--- config.mk ---
export PLATFORM = sky130hd
export DESIGN_NAME = pdio_top
export DESIGN_NICKNAME = d
export VERILOG_FILES = /design/src/hw/pdio_top.v
export VERILOG_INCLUDE_DIRS = /design/src /design/src/hw
export SDC_FILE = /design/constraint.sdc
export NUM_CORES = 1
export LEC_CHECK = 0
export ABC_AREA = 1
export BUFFER_PORTS_ARGS = -buffer_cell sky130_fd_sc_hd__buf_2
export CORE_UTILIZATION = 35
export CTS_CLUSTER_SIZE = 25
export DETAILED_ROUTE_END_ITERATION = 10
export GPL_TIMING_DRIVEN = 0
export MAX_ROUTING_LAYER = met4
export SLEW_MARGIN = 15
export SYNTH_ARGS = -nofsm -noshare
export SYNTH_HDL_FRONTEND = slang
export SYNTH_SLANG_ARGS = --single-unit
--- constraint.sdc ---
create_clock -name clk_i -period 3.35 [get_ports clk_i]
set_input_delay 0.5025 -clock clk_i [delete_from_list [all_inputs] [get_ports clk_i]]
set_output_delay 0.5025 -clock clk_i [all_outputs]
set_load 0.005 [all_outputs]
--- src/hw/pdio_consts.vh ---
// Functional notes
// - Undriven normal input reads value 1
// - Undriven inverted input reads value 0
// - Invert flips incoming and outgoing signals
// - Output true drives low, inverted high
// - Output false drives high, inverted low
// - Output mode may drive configurable PWM
// - Valid pulse on pin one clears protection
// - Valid pulse stays low thirty microseconds
// - Pulse out when unprotected switch turns on
// - Pin two high while not protected
// - Pin two low while protected
// - Inverted pin two gives opposite levels
// - Pulses idle high, active part low
`ifndef PDIO_CONSTS_VH
`define PDIO_CONSTS_VH

`define PDIO_CLK_HZ 40000000
`define PDIO_PULSE_MIN_NS 30000

`define PDIO_ADDR_CTRL 8'h00
`define PDIO_ADDR_PERIOD1 8'h04
`define PDIO_ADDR_DUTY1 8'h08
`define PDIO_ADDR_PERIOD2 8'h0c
`define PDIO_ADDR_DUTY2 8'h10
`define PDIO_ADDR_STATUS 8'h14

`define PDIO_CTRL_RESET 32'h00000000
`define PDIO_CTRL_STRIDE 8
`define PDIO_F_MODE 0
`define PDIO_F_INV 2
`define PDIO_F_OSEL 3

`define PDIO_MODE_DEFAULT 2'h0
`define PDIO_MODE_INPUT 2'h1
`define PDIO_MODE_OUTPUT 2'h2

`define PDIO_OSEL_FALSE 2'h0
`define PDIO_OSEL_TRUE 2'h1
`define PDIO_OSEL_PWM 2'h2

`define PDIO_ST_PROT 0
`define PDIO_ST_IN1 1
`define PDIO_ST_IN2 2
`define PDIO_ST_PULSE 3

`endif

--- src/hw/pdio_top.v ---
// The implementer's own choices: the address map and the Wishbone register port.
`timescale 1ns/100ps
`include "pdio_consts.vh"

module pdio_top #(
    parameter PWM_W = 24
) (
    input wire clk_i,
    input wire rst_i,
    input wire wb_cyc_i,
    input wire wb_stb_i,
    input wire wb_we_i,
    input wire [7:0] wb_adr_i,
    input wire [3:0] wb_sel_i,
    input wire [31:0] wb_dat_i,
    output reg [31:0] wb_dat_o,
    output reg wb_ack_o,
    input wire prot_trip_i,
    input wire on_switch_i,
    output wire prot_active_o,
    output reg prot_clear_o,
    input wire [1:0] pin_i,
    output reg [1:0] pin_o,
    output reg [1:0] pin_oe_o
);

    // Round up: a least time
    localparam [31:0] PULSE_CYC =
        (`PDIO_PULSE_MIN_NS * (`PDIO_CLK_HZ / 1000000) + 999) / 1000;
    localparam [15:0] PULSE_CNT = PULSE_CYC[15:0];

    function [31:0] pdio_merge;
        input [31:0] old_v;
        input [31:0] new_v;
        input [3:0] sel;
        integer b;
        begin
            pdio_merge = old_v;
            for (b = 0; b < 4; b = b + 1) begin
                if (sel[b]) begin
                    pdio_merge[b*8 +: 8] = new_v[b*8 +: 8];
                end
            end
        end
    endfunction

    // Logical 1 is the low level unless inverted
    function pdio_level;
        input logical;
        input inv;
        begin
            pdio_level = ~logical ^ inv;
        end
    endfunction

    reg [31:0] ctrl;
    reg [PWM_W-1:0] period [0:1];
    reg [PWM_W-1:0] duty [0:1];
    reg [PWM_W-1:0] pwm_cnt [0:1];
    reg [1:0] pwm_on;
    reg [1:0] sync_a;
    reg [1:0] sync_b;
    reg prot;
    reg [15:0] low_cnt;
    reg low_done;
    reg [15:0] pulse_cnt;
    reg pulse_busy;
    reg on_prev;

    wire req = wb_cyc_i & wb_stb_i;
    wire wr = req & wb_we_i & wb_ack_o;
    wire [1:0] mode1 = ctrl[`PDIO_F_MODE +: 2];
    wire inv1 = ctrl[`PDIO_F_INV];
    wire [1:0] sensed;
    wire [31:0] status;

    assign prot_active_o = prot;

    // Register index; one decoder serves the read and the write path
    localparam [2:0] REG_NONE = 3'h0;
    localparam [2:0] REG_CTRL = 3'h1;
    localparam [2:0] REG_PERIOD1 = 3'h2;
    localparam [2:0] REG_DUTY1 = 3'h3;
    localparam [2:0] REG_PERIOD2 = 3'h4;
    localparam [2:0] REG_DUTY2 = 3'h5;
    localparam [2:0] REG_STATUS = 3'h6;
    localparam [31:0] CTRL_MASK = 32'h00001f1f;

    function [2:0] pdio_decode;
        input [7:0] addr;
        begin
            case (addr)
                `PDIO_ADDR_CTRL: pdio_decode = REG_CTRL;
                `PDIO_ADDR_PERIOD1: pdio_decode = REG_PERIOD1;
                `PDIO_ADDR_DUTY1: pdio_decode = REG_DUTY1;
                `PDIO_ADDR_PERIOD2: pdio_decode = REG_PERIOD2;
                `PDIO_ADDR_DUTY2: pdio_decode = REG_DUTY2;
                `PDIO_ADDR_STATUS: pdio_decode = REG_STATUS;
                default: pdio_decode = REG_NONE;
            endcase
        end
    endfunction

    // Zero extension of a PWM setting for the bus view
    function [31:0] pdio_widen;
        input [PWM_W-1:0] v;
        begin
            pdio_widen = {{(32-PWM_W){1'b0}}, v};
        end
    endfunction

    wire [2:0] reg_idx = pdio_decode(wb_adr_i);
    wire [31:0] ctrl_merged = pdio_merge(ctrl, wb_dat_i, wb_sel_i);
    reg next_ack;
    reg [31:0] next_dat;

    // Ack one cycle after the request; the ack itself blocks a second one
    always @* begin
        next_ack = req & ~wb_ack_o;
        case (reg_idx)
            REG_CTRL: next_dat = ctrl;
            REG_PERIOD1: next_dat = pdio_widen(period[0]);
            REG_DUTY1: next_dat = pdio_widen(duty[0]);
            REG_PERIOD2: next_dat = pdio_widen(period[1]);
            REG_DUTY2: next_dat = pdio_widen(duty[1]);
            REG_STATUS: next_dat = status;
            default: next_dat = 32'h00000000;
        endcase
    end

    // Read data registered; writes land at the acked edge
    always @(posedge clk_i) begin
        if (rst_i) begin
            wb_ack_o <= 1'b0;
            wb_dat_o <= 32'h00000000;
        end else begin
            wb_ack_o <= next_ack;
            wb_dat_o <= next_dat;
        end
    end

    // Status is read only; a write to it is acked and dropped
    // Unused control bits are masked so they read back as zero
    always @(posedge clk_i) begin
        if (rst_i) begin
            ctrl <= `PDIO_CTRL_RESET;
        end else if (wr && reg_idx == REG_CTRL) begin
            ctrl <= ctrl_merged & CTRL_MASK;
        end
    end

    // PWM settings per pin; the bus word is wider than the counters
    // The top byte lane is cut off on purpose
    genvar r;
    generate
        for (r = 0; r < 2; r = r + 1) begin : pwm_reg
            localparam [2:0] PER_IDX = (r == 0) ? REG_PERIOD1 : REG_PERIOD2;
            localparam [2:0] DUTY_IDX = (r == 0) ? REG_DUTY1 : REG_DUTY2;
            wire [31:0] per_merged = pdio_merge(pdio_widen(period[r]), wb_dat_i, wb_sel_i);
            wire [31:0] duty_merged = pdio_merge(pdio_widen(duty[r]), wb_dat_i, wb_sel_i);

            always @(posedge clk_i) begin
                if (rst_i) begin
                    period[r] <= {PWM_W{1'b0}};
                    duty[r] <= {PWM_W{1'b0}};
                end else if (wr) begin
                    if (reg_idx == PER_IDX) begin
                        period[r] <= per_merged[PWM_W-1:0];
                    end
                    if (reg_idx == DUTY_IDX) begin
                        duty[r] <= duty_merged[PWM_W-1:0];
                    end
                end
            end
        end
    endgenerate

    genvar g;
    generate
        for (g = 0; g < 2; g = g + 1) begin : pin
            wire [1:0] mode = ctrl[g*`PDIO_CTRL_STRIDE + `PDIO_F_MODE +: 2];
            wire inv = ctrl[g*`PDIO_CTRL_STRIDE + `PDIO_F_INV];
            wire [1:0] osel = ctrl[g*`PDIO_CTRL_STRIDE + `PDIO_F_OSEL +: 2];

            // Two flops; the first is seen only by the second
            always @(posedge clk_i) begin
                if (rst_i) begin
                    sync_a[g] <= 1'b1;
                    sync_b[g] <= 1'b1;
                end else begin
                    sync_a[g] <= pin_i[g];
                    sync_b[g] <= sync_a[g];
                end
            end

            // External pull-up makes an open pin read high
            assign sensed[g] = sync_b[g] ^ inv;

            // Period 0 holds the counter, so duty alone decides the level
            always @(posedge clk_i) begin
                if (rst_i) begin
                    pwm_cnt[g] <= {PWM_W{1'b0}};
                    pwm_on[g] <= 1'b0;
                end else begin
                    if (pwm_cnt[g] + 1'b1 >= period[g]) begin
                        pwm_cnt[g] <= {PWM_W{1'b0}};
                    end else begin
                        pwm_cnt[g] <= pwm_cnt[g] + 1'b1;
                    end
                    pwm_on[g] <= (pwm_cnt[g] < duty[g]);
                end
            end

            always @(posedge clk_i) begin
                if (rst_i) begin
                    pin_o[g] <= 1'b1;
                    pin_oe_o[g] <= 1'b0;
                end else begin
                    case (mode)
                        `PDIO_MODE_OUTPUT: begin
                            pin_oe_o[g] <= 1'b1;
                            case (osel)
                                `PDIO_OSEL_TRUE: pin_o[g] <= pdio_level(1'b1, inv);
                                `PDIO_OSEL_PWM: pin_o[g] <= pdio_level(pwm_on[g], inv);
                                default: pin_o[g] <= pdio_level(1'b0, inv);
                            endcase
                        end
                        `PDIO_MODE_DEFAULT: begin
                            if (g == 1) begin
                                // Status level: protected is logical 1
                                pin_oe_o[g] <= 1'b1;
                                pin_o[g] <= pdio_level(prot, inv);
                            end else begin
                                // Released between pulses so it can receive
                                pin_oe_o[g] <= pulse_busy;
                                pin_o[g] <= pdio_level(pulse_busy, inv);
                            end
                        end
                        default: begin
                            pin_oe_o[g] <= 1'b0;
                            pin_o[g] <= 1'b1;
                        end
                    endcase
                end
            end
        end
    endgenerate

    // Low phase qualification; our own pulse is not taken as input
    reg [15:0] next_low_cnt;
    reg next_low_done;
    wire low_armed = (mode1 == `PDIO_MODE_DEFAULT) & ~pulse_busy & ~sensed[0];

    always @* begin
        next_low_cnt = low_cnt;
        next_low_done = 1'b0;
        if (!low_armed) begin
            next_low_cnt = 16'h0000;
        end else if (low_cnt < PULSE_CNT) begin
            next_low_cnt = low_cnt + 16'h0001;
        end else begin
            // Saturate so one long low clears only once
            next_low_done = 1'b1;
        end
    end

    always @(posedge clk_i) begin
        if (rst_i) begin
            low_cnt <= 16'h0000;
            low_done <= 1'b0;
        end else begin
            low_cnt <= next_low_cnt;
            low_done <= next_low_done;
        end
    end

    wire clear_evt = (low_cnt == PULSE_CNT) & ~low_done;
    reg next_prot;

    // A trip in the clearing cycle keeps protection set
    always @* begin
        next_prot = prot;
        if (prot_trip_i) begin
            next_prot = 1'b1;
        end else if (clear_evt) begin
            next_prot = 1'b0;
        end
    end

    always @(posedge clk_i) begin
        if (rst_i) begin
            prot <= 1'b0;
            prot_clear_o <= 1'b0;
        end else begin
            prot <= next_prot;
            prot_clear_o <= clear_evt & prot & ~prot_trip_i;
        end
    end

    // Pulse out on off-to-on while unprotected
    localparam [0:0] PO_IDLE = 1'b0;
    localparam [0:0] PO_BUSY = 1'b1;
    reg next_busy;
    reg [15:0] next_pulse_cnt;
    wire switch_rise = on_switch_i & ~on_prev;

    // A rise while protected or mid-pulse is dropped, not queued
    always @* begin
        next_busy = pulse_busy;
        next_pulse_cnt = pulse_cnt;
        case (pulse_busy)
            PO_IDLE: begin
                next_pulse_cnt = 16'h0000;
                if (switch_rise && !prot && mode1 == `PDIO_MODE_DEFAULT) begin
                    next_busy = PO_BUSY;
                end
            end
            PO_BUSY: begin
                if (pulse_cnt + 16'h0001 >= PULSE_CNT) begin
                    next_busy = PO_IDLE;
                    next_pulse_cnt = 16'h0000;
                end else begin
                    next_pulse_cnt = pulse_cnt + 16'h0001;
                end
            end
            default: begin
                next_busy = PO_IDLE;
                next_pulse_cnt = 16'h0000;
            end
        endcase
    end

    always @(posedge clk_i) begin
        if (rst_i) begin
            on_prev <= 1'b0;
            pulse_busy <= PO_IDLE;
            pulse_cnt <= 16'h0000;
        end else begin
            on_prev <= on_switch_i;
            pulse_busy <= next_busy;
            pulse_cnt <= next_pulse_cnt;
        end
    end

    assign status = {28'h0000000, pulse_busy, sensed[1], sensed[0], prot};

endmodule // pdio_top
==> flow_summary.ini <==
[status]
status = finished, final reports clean

[drt]
vias = 10457
drc = 0
antenna_left = 0
drt_iter0_drc = 789
finalWirelength_microns = 34000
wl_per_cell_microns = 15.6
first_pass_iters = 8
drt-vias-per-instance = 4.81

[timing]
finalCritPeriodShare = 0.965
drv_slew = 0
period_minus_slack_ps = 3230
fin_skew_ps = 8.57
slew_headroom = 0.225
worstMarginPinSlew_ps = 1150
setup_viol = 0
hold_viol_final = 0
max_freq_ghz = 0.309

[floorplanning]
io_pins = 92
die_area_sq_mm = 0.0369
core_area_sq_mm = 0.0356
die_h_microns = 192
die_w_microns = 192
start_util = 0.355
row_count = 69

[synth]
synth_top_area_cell = edfxtp_1
synth_warnings = 0
syn_area_sq_mm = 0.0126
ys_ff_latch = 226
synthTopCellsByArea = edfxtp_1 (34%), dfxtp_1 (13%), ha_1 (10%)
synth.yosys.seq_area_share = 0.472
synth_flop_cell = edfxtp_1
synth_top_area_frac = 0.342
netlist_instances = 1508
syn_area_per_cell_sq_um = 8.38
async_flop_share = 0
synth-edff-count = 144
synth_cell_types = 41

[clock_tree]
cts.clk_slew.worst_paths_ps = 60
clockBufferDepth = 3
h-tree-depth = 1
numCtsBuffers = 26
cts_tree = built
cts.sinks = 226
cts-root-buf = clkbuf_16
insertion_delay_ps = 550

[job]
maxCapViolCount = 0

[finish]
nets = 1851
design_area_sq_mm = 0.0151
mostFrequentLayoutCell = inv_1
antenna_cells = 0
finish.utilization = 0.423
layout_common_cells = inv_1 (286), nor2_1 (228), nand2_1 (196)
drive_above_1_share = 0.138
synthToLayoutAreaGrowth_pct = 19.1

[setup_path]
crit_buf_inv = 3
cp-start-kind = flip-flop
crit_arrival_ps = 3530
crit_path_max_fanout = 5
critical_path.top_delay_family = simple AND/OR/NAND/NOR gates
end_kind = flip-flop
slowest_stage = edfxtp_1
crit_type = flip-flop to flip-flop
cp_common_cell = nand2_1
cp.required_ps = 3640
max_stage_delay_ps = 460
path_cells = nand3_2, nor2_4, nand3_4, nor2_4, nand2_1, nor2_2, nand2_1, xor2_2, inv_1, ha_1, nand2_1, nor2_4, nand2_1, a21oi_1, nor2_1, nand4_1, buf_4, clkbuf_4, nor2_1

[placement]
dpl.hpwl_microns = 26700
placement.io_buffers = 73
routabilityCongestion = 0.909
placement.cell_area_sq_mm = 0.0138

[global_routing]
grt_use_total = 0.191
grt_max_degree = 14
grt_first_pass_wirelength_microns = 52400
grt_overflow = 0
antenna_found_initial = 0
grt_pass1_vias = 9963

[pwr]
cellLeakagePower_nw = 6.70
power_density_mw_per_mm2 = 436
ir_worst_vdd_v = 0.000371

[hold_path]
hp-class = input pin to flip-flop
-- sequential cells by signal, summed over array words and instances, names as in the netlist, 2 cells and up --
name / count
pulse_cnt: 16
pin_o: 2
pin_oe_o: 2
low_cnt: 16
sync_a: 2
pwm_cnt: 48
wb_dat_o: 24
period: 48
ctrl: 10
pwm_on: 2
duty: 48
sync_b: 2
-- worst paths after layout --
path	depth (start not counted)	slack, ps	end	startpoint
worst max-delay path	19	120	pwm_cnt[0][4]	pwm_cnt[0][0]
worst min-delay path	2	140	sync_a[0]	pin_i[0]
worst max register to register	19	120	pwm_cnt[0][4]	pwm_cnt[0][0]
worst min register to register	1	410	sync_b[1]	sync_a[1]
-- power by group --
part / switching (mW) / total, mW / internal (mW)
Combinational: 0.380 / 0.605 / 0.225
Sequential: 0.0749 / 3.13 / 3.05
Clock: 1.17 / 2.83 / 1.65
-- per-layer routing --
layer,up-vias,global-route usage,wire [microns]
met3,80,0.0252,2160
met2,346,0.300,15400
met4,0,0.0578,1090
met1,4822,0.254,15400
met5,-,-,0
li1,5209,-,-
-- metrics by stage --
step	setup WS [ps]	instances	hold WS [ps]	TNS, ps	total power [mW]
4_1_cts	9.87	2161	118	0	6.57
6_report	117	2175	137	0	6.56
5_1_grt	-47.9	2175	139	-599	6.80
3_5_place_dp	-475	2101	404	-16610	3.73
2_1_floorplan	388	1567	389	0	3.53
3_3_place_gp	-405	2101	398	-14750	3.71
-- kinds of logic after synthesis --
group                    after synthesis  synth area share
XOR/XNOR                              39            0.0270
adder cells (fa/ha/maj)              104             0.103
buffers and inverters                329             0.102
AO/OA/AOI/OAI                        217            0.0938
flip-flops                           226             0.472
AND/OR/NAND/NOR                      591             0.202
other                                  2          0.000594
-- cells in the mapped netlist, types with 3 or more instances --
cell type,number
nand3_2,4
buf_2,10
xor2_1,32
nand3b_1,6
a31oi_1,6
or2_2,7
o21a_1,6
edfxtp_1,144
nor3_1,24
o22ai_1,29
clkbuf_1,15
o21ai_0,61
nand2_2,6
inv_2,7
nand3_1,42
dfxtp_1,82
xnor2_1,7
nor4_1,7
ha_1,104
nor2_1,238
nor2_2,20
o21bai_1,3
inv_1,286
nand4_1,27
a21oi_1,99
nand2_1,203
o211ai_1,4
buf_4,8
-- final cells by class --
class	instances	area, sq um
multi-input cells	1012	5780
fillers	3617	20500
repair buffers	99	564
plain buffers	34	205
well taps	461	577
clock buffers	42	806
flip-flops and latches	226	5970
inverters	295	1110
clock inverters	6	45.0
-- repair_timing --
item,in CTS,in global routing
pin swaps,2,15
cloned,0,1
gates resized for setup,13,44
endpoints found under the setup margin,48,48
buffers inserted,12,13
hold buffers,0,0
endpoints found under the hold margin,0,0
No activity file was read; power rests on OpenSTA's default activity.
